<file path="config.mk">
export PLATFORM = sky130hd
export DESIGN_NAME = pwm_edge_timing
export DESIGN_NICKNAME = d
export VERILOG_FILES = /design/src/verilog/pwm_timing_pkg.sv /design/src/verilog/edge_delay.sv /design/src/verilog/pwm_edge_timing.sv
export SDC_FILE = /design/constraint.sdc
export NUM_CORES = 1
export LEC_CHECK = 0
export BUFFER_PORTS_ARGS = -buffer_cell sky130_fd_sc_hd__buf_2
export CAP_MARGIN = 25
export CORE_MARGIN = 1.5
export CORE_UTILIZATION = 50
export CTS_CLUSTER_SIZE = 28
export DETAILED_ROUTE_END_ITERATION = 10
export GPL_TIMING_DRIVEN = 0
export PLACE_DENSITY = 0.81
export SKIP_LAST_GASP = 1
export SYNTH_ARGS = -nofsm -noshare
export SYNTH_HDL_FRONTEND = slang
export SYNTH_SLANG_ARGS = --single-unit
export TNS_END_PERCENT = 1
</file>
<file path="constraint.sdc">
create_clock -name aclk -period 5.5 [get_ports aclk]
set_input_delay 0.275 -clock aclk [delete_from_list [all_inputs] [get_ports aclk]]
set_output_delay 0.275 -clock aclk [all_outputs]
set_load 0.01 [all_outputs]
</file>
<file path="src/verilog/pwm_timing_pkg.sv">
/*
 Package for the PWM edge-timing block: register offsets, field layout,
 reset values and widths.
 Assumes a 32-bit AXI4-Lite register bus with one aligned word per register.
*/
package pwm_timing_pkg;
   // ---------------------------------------------------------------
   // Register byte offsets
   // ---------------------------------------------------------------
   localparam logic [7:0] OFS_PERIOD_LOW = 8'h00;
   localparam logic [7:0] OFS_PERIOD_HIGH = 8'h04;
   localparam logic [7:0] OFS_RISE_DB = 8'h08;
   localparam logic [7:0] OFS_FALL_DB = 8'h0C;
   localparam logic [7:0] OFS_FRAC_ADJ = 8'h10;
   localparam logic [7:0] OFS_RISE_BLANK = 8'h14;
   localparam logic [7:0] OFS_CONTROL = 8'h18;
   localparam logic [7:0] OFS_STATUS = 8'h1C;
   // ---------------------------------------------------------------
   // Fields and reset values
   // ---------------------------------------------------------------
   localparam int FRAC_W = 4;
   localparam int FRAC_STEPS = 16;
   localparam int CTRL_EN_BIT = 0;
   localparam logic [7:0] BYTE_RESET = 8'h00;
   localparam logic [FRAC_W-1:0] FRAC_RESET = 4'h0;
   localparam logic [15:0] DUTY_RESET = 16'h0000;
   localparam logic [1:0] RESP_OKAY = 2'h0;
   localparam logic [1:0] RESP_SLVERR = 2'h2;
endpackage
</file>
<file path="src/verilog/edge_delay.sv">
/*
 Edge-delay counter: holds a count of clock periods and reports when the
 interval started by a trigger is still running.
 Assumes trigger is a one-cycle pulse in the aclk domain.
*/
`timescale 1ns/1ps
module edge_delay (
   input wire logic aclk,          // Clock
   input wire logic aresetn,       // Sync reset, active low
   input wire logic trigger,       // Start interval
   input wire logic [7:0] length,  // Interval length in clocks
   output logic busy,              // Interval running
   output logic done               // Pulse at interval end
);
   logic [7:0] cnt_r;

   always_ff @(posedge aclk) begin
      if (!aresetn) begin
         cnt_r <= 8'h00;
      end else if (trigger) begin
         cnt_r <= (length == 8'h00) ? 8'h00 : length - 8'h01;
      end else if (cnt_r != 8'h00) begin
         cnt_r <= cnt_r - 8'h01;
      end
   end

   // Interval spans the trigger cycle and length-1 more, so exactly length clocks
   assign busy = (trigger && length != 8'h00) || (cnt_r != 8'h00);
   assign done = busy && !(trigger ? (length > 8'h01) : (cnt_r > 8'h01));
endmodule

</file>
<file path="src/verilog/pwm_edge_timing.sv">
/*
 PWM edge-timing slice: period counter with fractional adjust, duty
 compare, complementary outputs with rising and falling dead band, and
 rising-edge blanking of shutdown and feedback inputs. AXI4-Lite slave.
 Assumes a single 100 MHz clock that is the timebase, and sync inputs.
*/
// Contract
// The period high byte forms bits 15:8 of the 16-bit period count.
// The period low byte forms bits 7:0 of the same period count.
// The rising dead-band byte delays the rising edge by that many clocks.
// The falling dead-band byte delays the falling edge by that many clocks.
// The 4-bit fractional adjust is added to the time of every period event.
// One fractional step is one sixteenth of a clock, sixteen per clock.
// Bits 7:4 of the fractional adjust register read zero and ignore writes.
// The rising blanking byte is a count of clocks of blanking after a rising edge.
// Blanking masks shutdown and feedback, and dead band delays the active edge.
`timescale 1ns/1ps
module pwm_edge_timing (
   input wire logic aclk,               // Clock and timebase
   input wire logic aresetn,            // Sync reset, active low
   input wire logic [7:0] s_axi_awaddr, // Write address
   input wire logic s_axi_awvalid,      // Write address valid
   output logic s_axi_awready,          // Write address ready
   input wire logic [31:0] s_axi_wdata, // Write data
   input wire logic [3:0] s_axi_wstrb,  // Write strobes
   input wire logic s_axi_wvalid,       // Write data valid
   output logic s_axi_wready,           // Write data ready
   output logic [1:0] s_axi_bresp,      // Write response
   output logic s_axi_bvalid,           // Write response valid
   input wire logic s_axi_bready,       // Write response ready
   input wire logic [7:0] s_axi_araddr, // Read address
   input wire logic s_axi_arvalid,      // Read address valid
   output logic s_axi_arready,          // Read address ready
   output logic [31:0] s_axi_rdata,     // Read data
   output logic [1:0] s_axi_rresp,      // Read response
   output logic s_axi_rvalid,           // Read data valid
   input wire logic s_axi_rready,       // Read data ready
   input wire logic [15:0] duty_count,  // Duty compare value
   input wire logic shutdown_in,        // Shutdown request
   input wire logic feedback_in,        // Feedback event
   output logic pwm_out,                // Primary output
   output logic pwm_comp_out,           // Complementary output
   output logic shutdown_active,        // Latched shutdown
   output logic feedback_event,         // Unblanked feedback pulse
   output logic period_event            // Period event pulse
);
   // ---------------------------------------------------------------
   // Registers
   // ---------------------------------------------------------------
   logic [7:0] period_count_low_byte_r;
   logic [7:0] period_count_high_byte_r;
   logic [7:0] rising_dead_band_count_r;
   logic [7:0] falling_dead_band_count_r;
   logic [pwm_timing_pkg::FRAC_W-1:0] fractional_period_adjust_r;
   logic [7:0] rising_blanking_count_r;
   logic enable_r;
   logic [15:0] period_count;
   logic [15:0] tmr_r;
   logic [pwm_timing_pkg::FRAC_W-1:0] frac_acc_r;
   logic frac_carry;
   logic frac_stretch_r;
   logic raw_r;
   logic raw_d_r;
   logic rise_pulse;
   logic fall_pulse;
   logic rise_busy, fall_busy, blank_busy;
   logic aw_got_r, w_got_r;
   logic [7:0] awaddr_r;
   logic [31:0] wdata_r;
   logic [3:0] wstrb_r;
   logic wr_fire;

   function automatic logic [7:0] merge_byte(input logic [7:0] old, input logic [31:0] d,
                                             input logic [3:0] s);
      merge_byte = s[0] ? d[7:0] : old;
   endfunction

   // Period assembly
   assign period_count = {period_count_high_byte_r, period_count_low_byte_r};

   // ---------------------------------------------------------------
   // AXI4-Lite write channel
   // ---------------------------------------------------------------
   assign s_axi_awready = !aw_got_r && !s_axi_bvalid;
   assign s_axi_wready = !w_got_r && !s_axi_bvalid;
   assign wr_fire = aw_got_r && w_got_r && !s_axi_bvalid;

   always_ff @(posedge aclk) begin
      if (!aresetn) begin
         aw_got_r <= 1'b0;
         w_got_r <= 1'b0;
         awaddr_r <= 8'h00;
         wdata_r <= 32'h0000_0000;
         wstrb_r <= 4'h0;
         s_axi_bvalid <= 1'b0;
         s_axi_bresp <= pwm_timing_pkg::RESP_OKAY;
      end else begin
         if (s_axi_awvalid && s_axi_awready) begin
            aw_got_r <= 1'b1;
            awaddr_r <= s_axi_awaddr;
         end
         if (s_axi_wvalid && s_axi_wready) begin
            w_got_r <= 1'b1;
            wdata_r <= s_axi_wdata;
            wstrb_r <= s_axi_wstrb;
         end
         if (wr_fire) begin
            aw_got_r <= 1'b0;
            w_got_r <= 1'b0;
            s_axi_bvalid <= 1'b1;
            unique case ({awaddr_r[7:2], 2'b00})
               pwm_timing_pkg::OFS_PERIOD_LOW, pwm_timing_pkg::OFS_PERIOD_HIGH,
               pwm_timing_pkg::OFS_RISE_DB, pwm_timing_pkg::OFS_FALL_DB,
               pwm_timing_pkg::OFS_FRAC_ADJ, pwm_timing_pkg::OFS_RISE_BLANK,
               pwm_timing_pkg::OFS_CONTROL, pwm_timing_pkg::OFS_STATUS: begin
                  s_axi_bresp <= pwm_timing_pkg::RESP_OKAY;
               end
               default: begin
                  s_axi_bresp <= pwm_timing_pkg::RESP_SLVERR;
               end
            endcase
         end else if (s_axi_bvalid && s_axi_bready) begin
            s_axi_bvalid <= 1'b0;
         end
      end
   end

   always_ff @(posedge aclk) begin
      if (!aresetn) begin
         period_count_low_byte_r <= pwm_timing_pkg::BYTE_RESET;
         period_count_high_byte_r <= pwm_timing_pkg::BYTE_RESET;
         rising_dead_band_count_r <= pwm_timing_pkg::BYTE_RESET;
         falling_dead_band_count_r <= pwm_timing_pkg::BYTE_RESET;
         fractional_period_adjust_r <= pwm_timing_pkg::FRAC_RESET;
         rising_blanking_count_r <= pwm_timing_pkg::BYTE_RESET;
         enable_r <= 1'b0;
      end else if (wr_fire) begin
         unique case ({awaddr_r[7:2], 2'b00})
            pwm_timing_pkg::OFS_PERIOD_LOW: begin
               period_count_low_byte_r <= merge_byte(period_count_low_byte_r, wdata_r, wstrb_r);
            end
            pwm_timing_pkg::OFS_PERIOD_HIGH: begin
               period_count_high_byte_r <= merge_byte(period_count_high_byte_r, wdata_r, wstrb_r);
            end
            pwm_timing_pkg::OFS_RISE_DB: begin
               rising_dead_band_count_r <= merge_byte(rising_dead_band_count_r, wdata_r, wstrb_r);
            end
            pwm_timing_pkg::OFS_FALL_DB: begin
               falling_dead_band_count_r <= merge_byte(falling_dead_band_count_r, wdata_r,
                                                       wstrb_r);
            end
            pwm_timing_pkg::OFS_FRAC_ADJ: begin
               // Upper bits dropped
               if (wstrb_r[0]) begin
                  fractional_period_adjust_r <= wdata_r[pwm_timing_pkg::FRAC_W-1:0];
               end
            end
            pwm_timing_pkg::OFS_RISE_BLANK: begin
               rising_blanking_count_r <= merge_byte(rising_blanking_count_r, wdata_r, wstrb_r);
            end
            pwm_timing_pkg::OFS_CONTROL: begin
               if (wstrb_r[0]) begin
                  enable_r <= wdata_r[pwm_timing_pkg::CTRL_EN_BIT];
               end
            end
            default: ;
         endcase
      end
   end

   // ---------------------------------------------------------------
   // AXI4-Lite read channel
   // ---------------------------------------------------------------
   assign s_axi_arready = !s_axi_rvalid;

   always_ff @(posedge aclk) begin
      if (!aresetn) begin
         s_axi_rvalid <= 1'b0;
         s_axi_rdata <= 32'h0000_0000;
         s_axi_rresp <= pwm_timing_pkg::RESP_OKAY;
      end else if (s_axi_arvalid && s_axi_arready) begin
         s_axi_rvalid <= 1'b1;
         s_axi_rresp <= pwm_timing_pkg::RESP_OKAY;
         unique case ({s_axi_araddr[7:2], 2'b00})
            pwm_timing_pkg::OFS_PERIOD_LOW: s_axi_rdata <= {24'h000000, period_count_low_byte_r};
            pwm_timing_pkg::OFS_PERIOD_HIGH: s_axi_rdata <= {24'h000000, period_count_high_byte_r};
            pwm_timing_pkg::OFS_RISE_DB: s_axi_rdata <= {24'h000000, rising_dead_band_count_r};
            pwm_timing_pkg::OFS_FALL_DB: s_axi_rdata <= {24'h000000, falling_dead_band_count_r};
            // Reads zero above
            pwm_timing_pkg::OFS_FRAC_ADJ: s_axi_rdata <= {28'h0000000, fractional_period_adjust_r};
            pwm_timing_pkg::OFS_RISE_BLANK: s_axi_rdata <= {24'h000000, rising_blanking_count_r};
            pwm_timing_pkg::OFS_CONTROL: s_axi_rdata <= {31'h00000000, enable_r};
            pwm_timing_pkg::OFS_STATUS: s_axi_rdata <= {10'h000, blank_busy, shutdown_active,
                                                        raw_r, tmr_r, 3'h0};
            default: begin
               s_axi_rdata <= 32'h0000_0000;
               s_axi_rresp <= pwm_timing_pkg::RESP_SLVERR;
            end
         endcase
      end else if (s_axi_rvalid && s_axi_rready) begin
         s_axi_rvalid <= 1'b0;
      end
   end

   // ---------------------------------------------------------------
   // Timebase with fractional stretch
   // ---------------------------------------------------------------
   // Sixteenth-clock accumulator
   assign frac_carry = ({1'b0, frac_acc_r} + {1'b0, fractional_period_adjust_r})
                       >= 5'(pwm_timing_pkg::FRAC_STEPS);

   always_ff @(posedge aclk) begin
      if (!aresetn || !enable_r) begin
         tmr_r <= 16'h0000;
         frac_acc_r <= pwm_timing_pkg::FRAC_RESET;
         frac_stretch_r <= 1'b0;
         period_event <= 1'b0;
      end else begin
         period_event <= 1'b0;
         if (tmr_r >= period_count && !frac_stretch_r) begin
            // Carry adds one whole clock
            frac_acc_r <= frac_acc_r + fractional_period_adjust_r;
            if (frac_carry) begin
               frac_stretch_r <= 1'b1;
            end else begin
               tmr_r <= 16'h0000;
               period_event <= 1'b1;
            end
         end else if (frac_stretch_r) begin
            frac_stretch_r <= 1'b0;
            tmr_r <= 16'h0000;
            period_event <= 1'b1;
         end else begin
            tmr_r <= tmr_r + 16'h0001;
         end
      end
   end

   // ---------------------------------------------------------------
   // Raw PWM, dead band and blanking
   // ---------------------------------------------------------------
   always_ff @(posedge aclk) begin
      if (!aresetn) begin
         raw_r <= 1'b0;
         raw_d_r <= 1'b0;
      end else begin
         raw_r <= enable_r && !shutdown_active && (tmr_r < duty_count);
         raw_d_r <= raw_r;
      end
   end

   assign rise_pulse = raw_r && !raw_d_r;
   assign fall_pulse = !raw_r && raw_d_r;

   // Rising dead band
   edge_delay u_rise_db (
      .aclk(aclk), .aresetn(aresetn), .trigger(rise_pulse), .length(rising_dead_band_count_r),
      .busy(rise_busy), .done()
   );

   // Falling dead band
   edge_delay u_fall_db (
      .aclk(aclk), .aresetn(aresetn), .trigger(fall_pulse), .length(falling_dead_band_count_r),
      .busy(fall_busy), .done()
   );

   // Rising blanking window
   edge_delay u_rise_blank (
      .aclk(aclk), .aresetn(aresetn), .trigger(rise_pulse), .length(rising_blanking_count_r),
      .busy(blank_busy), .done()
   );

   // Delay active edges
   always_ff @(posedge aclk) begin
      if (!aresetn) begin
         pwm_out <= 1'b0;
         pwm_comp_out <= 1'b0;
      end else begin
         pwm_out <= raw_r && !rise_busy;
         pwm_comp_out <= !raw_r && enable_r && !fall_busy;
      end
   end

   // Inputs masked while blanking
   always_ff @(posedge aclk) begin
      if (!aresetn || !enable_r) begin
         shutdown_active <= 1'b0;
         feedback_event <= 1'b0;
      end else begin
         if (shutdown_in && !blank_busy) begin
            shutdown_active <= 1'b1;
         end else if (period_event && !shutdown_in) begin
            shutdown_active <= 1'b0;
         end
         feedback_event <= feedback_in && !blank_busy;
      end
   end
endmodule

</file>
# After elaboration in Yosys (flattened, before gate mapping)
# Memory sizes are Yosys's and may differ from the RTL's. A register that Yosys moved wholly into a read port is not among the register bits.
# Cells that the tools add are included.
word_totals:
  word_cells: 154
  memories: 1
  romBits: 32
  output_inout_bits: 46
  in_bits: 77
  ff_bits: 154
classes:
  order_cmp: 3
  n_eq_ne: 14
  mux: 26
  bitwise_logic: 2
  n_addsub: 9
  reduce_logical: 69
mem_list:
  columns: ["name", "words", "width", "rd", "rd_clocked_by_memory_dff", "write_ports", "line", "text"]
  rows:
  - ["(no name shown)", 32, 1, 1, 1, 0, "pwm_edge_timing.sv:111", "unique case ({awaddr_r[7:2], 2'b00})"]
op_table:
  columns: ["cell", "n"]
  rows:
  - ["22-bit case mux with 8 select lines", 1]
  - ["8-bit two-way mux", 9]
  - ["16-bit two-way mux", 3]
  - ["8-bit nonzero test", 6]
  - ["8-bit by 1-bit subtractor with 8-bit output (second input constant)", 6]
  - ["6-bit by 3-bit == test with 1-bit output (second input constant)", 7]
  - ["6-bit by 2-bit == test with 1-bit output (second input constant)", 4]
  - ["8-bit logical NOT", 3]
  - ["1-bit logical AND", 23]
  - ["3-bit AND reduction", 7]
  - ["16-bit by 1-bit adder with 16-bit output (second input constant)", 1]
  - ["16-bit >= comparator", 1]
  - ["16-bit < comparator", 1]
  - ["1-bit logical NOT", 14]
  - ["6-bit by 1-bit == test with 1-bit output (second input constant)", 2]
  - ["6-bit logical NOT", 2]
  - ["2-bit nonzero test", 6]
  - ["5-bit two-way mux", 2]
  - ["1-bit two-way mux", 9]
  - ["8-bit OR reduction", 1]
  - ["4-bit by 4-bit adder with 5-bit output", 1]
  - ["5-bit >= comparator (second input constant)", 1]
  - ["4-bit adder", 1]
  - ["1-bit logical OR", 4]
  - ["5 further kinds", 8]

# Depth between registers and ports, before layout
logic_depth:
  ltp_word: 7
  mapped_depth: 10
  mapped_depth_nobuf: 9

# Hierarchy
# A second synthesis with hierarchy kept.
unflattened:
  cells_unflattened: 846
  area_unflattened_um2: 7962.6
modules_own_cells:
  columns: ["mod", "cells_each", "area_per_inst_um2", "instances", "seq_area_each_um2"]
  rows:
  - ["pwm_edge_timing", 615, 5973.2, 1, 2322.2]
  - ["edge_delay", 77, 663.1, 3, 160.2]

# Worst setup path before layout
# Ideal clock, no wire load.
synth_timing:
  path_type: "reg-to-reg"
  startpoint: "register tmr_r[13]"
  endpoint: "register tmr_r[12]"
  path_buffers: 1
  required_time_ns: 5.405
  arrival_time_ns: 2.177
  setup_slack_ns: 3.228
  path_stages_with_launch: 9
  cell_sequence: "dfxtp_1 -> ha_1 -> nand4_1 -> nor3_2 -> or4b_4 -> a311oi_4 -> buf_6 -> nand2_1 -> o311ai_1"
synth_between:
  elab_chain_cells: 3
  elab_cells_between_ends: 4
  cone_classes: "order compare (1); eq/ne (1); mux (1); reduce/logical (1)"
synth_lines:
  columns: ["element", "line", "text"]
  rows:
  - ["from (decl)", "pwm_edge_timing.sv:58", "logic [15:0] tmr_r;"]
  - ["from (signal assigned)", "pwm_edge_timing.sv:234", "tmr_r <= tmr_r + 16'h0001;"]
  - ["16-bit >= comparator (*)", "pwm_edge_timing.sv:220", "if (tmr_r >= period_count && !frac_stretch_r) begin"]
  - ["1-bit logical AND (*)", "pwm_edge_timing.sv:220", null]
  - ["2-bit != test (no line) / 16-bit two-way mux (equally long branches)", null, null]
# Mark *: on every way between the ends. The rest lies on a longest branch, timed or not.
# A chain may end at the register's enable or synchronous reset.

# Worst setup path in the final report
layout_timing:
  startpoint: "register tmr_r[13]"
  endpoint: "register tmr_r[13]"
layout_between:
  elab_chain_cells: 3
  elab_cells_between_ends: 6
  cone_classes: "add/sub (1); order compare (1); eq/ne (1); mux (2); reduce/logical (1)"
layout_lines:
  columns: ["element", "line"]
  rows:
  - ["16-bit by 1-bit adder with 16-bit output / 16-bit >= comparator (equally long branches)", "pwm_edge_timing.sv:234, pwm_edge_timing.sv:220"]
  - ["16-bit two-way mux / 1-bit logical AND (equally long branches)", "pwm_edge_timing.sv:229, pwm_edge_timing.sv:220"]
  - ["16-bit two-way mux / 2-bit != test (equally long branches)", null]
# Several ways; a longest one is shown, not always the timed one.

==> metrics.md <==
| Metric | Value |
|---|---|
| Worst hold slack | 0.09212 ns |
| Full die area | 15,800 um^2 |
| Worst path max stage delay | 0.55 ns |
| Routed Antenna Nets | 0 |
| #FFs+latches synth | 140 |
| Crit Path Class | flip-flop to flip-flop |
| Main flop type after synthesis | dfxtp_1 |
| Largest family of logic cells by synthesized area | simple AND/OR/NAND/NOR gates |
| Simple-gate share of the synthesized area | 21.19% |
| Crit end category | flip-flop |
| Critical path data required time | 5.81 ns |
| Final nets | 1,096 |
| DP HPWL | 13.93 mm |
| GPL Wtd Cong | 0.8974 |
| Die Y | 125.7 um |
| # rows | 44 |
| Crit path time final | 2.732 ns |
| Worst Tran Pin Value | 0.8654 ns |
| Clk_skew | 0.008778 ns |
| Die Wd | 125.7 um |
| Gr ovfl total | 0 |
| N_diodes | 0 |
| Max FO, Critical Path | 10 |
| Avg WL per Cell | 16.70 um |
| Fin Setup TNS | 0 ns |
| Yosys cell types | 61 |
| Synthesis Warnings | 0 |
| Layout cells sized above 1 | 13.91% |
| First-pass GRT wire length | 31.46 mm |
| Normalized max-slew margin | 41.87% |
| Status | finished with violations |
| Root buffer cell | clkbuf_16 |
| EDFF count, synth | 0 |
| I/O Buffers | 79 |
| First drt pass iteration count | 9 |
| Total power | 2.923 mW |
| Setup violations, final | 0 |
| Unrepaired setup endpoints after global routing | no |
| VDD IR max | 274.0 uV |
| Post-CTS Repair Setup Buffers | 0 |
| Leakage | 3.705 nW |
| Post-route setup slack | 2.768 ns |
| F_max | 366.0 MHz |
| Compound-gate portion of the synthesized area | 15.31% |
| Synth Area per Inst | 8.714 um^2 |
| Initial antenna violation count | 0 |
| Post-CTS sizing | 0 |
| Clk pin slew, worst setup/hold paths | 0.06 ns |
| Vias in the first global route | 6,263 |
| CTS tree | built |
| # clock sinks | 140 |
| Asr flop ratio synth | 0% |
| Slew Viols, Final | 0 |
| Crit share post-route | 49.67% |
| DP Worst Slack | 2.874 ns |
| Synth Cell Area | 7528 um^2 |
| Final hold viol count | 0 |
| Adder-Cell Fraction of Synth Area | 7.745% |
| CTS max path bufs | 2 |
| Via count | 6,701 |
| Mapped Cells | 864 |
| Starting DRT DRC Count | 737 |
| Crit path launch type | flip-flop |
| Largest net degree at the start of global routing | 17 |
| Initial Util | 51.41% |
| CP Cell Sequence | ha_1, nand4_1, nor3_2, or4b_4, a311oi_4, buf_6, nand2_1, o311ai_1 |
| Worst Hold Class | input port to flip-flop |
| Core Area | 14,640 um^2 |
| Drt drc | 6 |
| Delay-heaviest family, CP | simple AND/OR/NAND/NOR gates |
| Sequential-to-total area share from yosys stat | 37.23% |
| Post-DR vias/cell | 5.732 |
| CP arrival | 3.05 ns |
| H-tree depth | 4 |
| Area delta synth->final | 17.35% |
| Mux cell area share after synthesis | 7.994% |
| Post-synthesis xor/xnor area fraction | 4.537% |
| Cts bufs inserted | 17 |
| WP buf/inv | 1 |
| Final wirelength | 19.53 mm |
| CP max-delay cell | or4b_4 |
| Worst-Skew Late Latency | 0.43 ns |
| Gr usage total | 25.23% |
| Io pins | 123 |
| Pwr Density | 330.8 nW/um^2 |
| Failing checks | design-rule violations |
| Hold-fix buffers at CTS | 0 |
| MaxCap Viol Count | 0 |
## area by class of cell
| class | count | area, um^2 |
|---|---|---|
| fillers | 1256 | 5809 |
| clock inverters | 11 | 192.7 |
| plain buffers | 52 | 252.7 |
| multi-input cells | 631 | 4319 |
| inverters | 52 | 195.2 |
| well taps | 184 | 230.2 |
| repair buffers | 79 | 395.4 |
| flip-flops and latches | 140 | 2803 |
| clock buffers | 20 | 446.7 |
## registers in the layout (all words and copies together), names as in the netlist, 4 cells and up
register                    count
s_axi_rdata                    22
tmr_r                          16
falling_dead_band_count_r       8
period_count_high_byte_r        8
period_count_low_byte_r         8
rising_blanking_count_r         8
rising_dead_band_count_r        8
u_fall_db.cnt_r                 8
u_rise_blank.cnt_r              8
u_rise_db.cnt_r                 8
wdata_r                         8
awaddr_r                        6
frac_acc_r                      4
fractional_period_adjust_r      4
## cell families (layout without fill, tap and decap cells)
logic type | after synthesis | in the layout
and+or+nand+nor | 310 | 310
AOI/OAI and AO/OA | 164 | 164
DFF | 140 | 140
buffers and inverters | 104 | 214
muxes | 60 | 60
adders and majority gates | 46 | 46
xor gates and xnor gates | 39 | 39
other | 1 | 12
## report_power, final
part | internal (mW) | leakage [nW] | switching (mW)
registers | 1.09 | 1.14 | 0.0715
clock network | 0.813 | 0.306 | 0.438
logic | 0.232 | 2.26 | 0.279
total | 2.13 | 3.71 | 0.788
## worst register-to-register path: stages, from the launching register on
cell	delay (ns)
dfxtp_1	0.41
ha_1	0.35
nand4_1	0.16
nor3_2	0.26
or4b_4	0.55
a311oi_4	0.51
buf_6	0.21
nand2_1	0.08
o311ai_1	0.10
## per-layer routing
metal	GRT usage, %	share of wire [%]	vias to the layer above
li1	-	-	3233
met1	33.10	44	3113
met2	39.98	45	303
met3	4.970	8.3	52
met4	12.04	3.1	0
met5	0	0	-
## final timing paths
kind	start	to	slack (ns)	cells after the start
setup / recovery	tmr_r[13]	tmr_r[13]	2.77	8
hold / removal	s_axi_wdata[7]	wdata_r[7]	0.09	3
setup reg to reg	tmr_r[13]	tmr_r[13]	2.77	8
hold reg to reg	s_axi_rdata[14]	s_axi_rdata[14]	0.46	2
## cell usage in the layout, fill, tap and decap left out, drive strengths merged, types with 12 or more instances in the layout
| cell type | n |
|---|---|
| xor2 | 23 |
| inv | 52 |
| nand2 | 87 |
| mux2i | 59 |
| nand3 | 34 |
| nor2 | 56 |
| o21ai | 32 |
| a22oi | 15 |
| conb | 12 |
| xnor2 | 16 |
| nor4 | 12 |
| ha | 45 |
| clkbuf | 54 |
| nor2b | 57 |
| buf | 97 |
| dfxtp | 140 |
| a21oi | 31 |
| a21boi | 29 |
## synthesized netlist by cell type, types with 2 or more instances
| library cell | number | area (um^2) |
|---|---|---|
| dfxtp_1 | 140 | 2803 |
| nand2_1 | 87 | 326.6 |
| mux2i_1 | 59 | 590.6 |
| nor2b_1 | 57 | 356.6 |
| nor2_1 | 55 | 206.5 |
| inv_1 | 52 | 195.2 |
| ha_1 | 45 | 563.0 |
| clkbuf_1 | 34 | 127.6 |
| nand3_1 | 34 | 170.2 |
| a21oi_1 | 31 | 155.2 |
| a21boi_0 | 29 | 217.7 |
| o21ai_0 | 27 | 135.1 |
| xor2_1 | 23 | 201.4 |
| xnor2_1 | 16 | 140.1 |
| a22oi_1 | 15 | 112.6 |
| buf_4 | 12 | 90.09 |
| nor4_1 | 11 | 68.82 |
| nand2b_1 | 9 | 56.30 |
| nor3_1 | 9 | 45.04 |
| a222oi_1 | 8 | 80.08 |
| a31oi_1 | 8 | 50.05 |
| and3_1 | 8 | 50.05 |
| nor3b_1 | 7 | 52.55 |
| o311ai_0 | 7 | 61.31 |
| a21o_1 | 5 | 37.54 |
| and2_1 | 5 | 31.28 |
| o21ai_1 | 5 | 25.02 |
| or3_1 | 5 | 31.28 |
| a221oi_1 | 4 | 35.03 |
| a22o_1 | 4 | 35.03 |
| buf_2 | 4 | 20.02 |
| nand4_1 | 4 | 25.02 |
| o311ai_1 | 4 | 35.03 |
| nand3b_1 | 3 | 22.52 |
| o211a_1 | 3 | 30.03 |
| o21a_1 | 3 | 22.52 |
| or4_1 | 3 | 22.52 |
| a2111oi_0 | 2 | 17.52 |
| a211oi_1 | 2 | 15.01 |
| and4_1 | 2 | 17.52 |
| and4b_1 | 2 | 20.02 |
| o221a_2 | 2 | 22.52 |
## metrics by stage
| stage | utilization, % | cells | area [um^2] |
|---|---|---|---|
| after CTS | 60.33 | 1169 | 8835 |
| after floorplan | - | 875 | 7570 |
| after global placement | 55.96 | 1138 | 8195 |
| after detailed placement | 55.96 | 1138 | 8195 |
| after global routing | 60.33 | 1169 | 8835 |
| final | 60.33 | 1169 | 8835 |
Power figures use the tool's default switching activity.
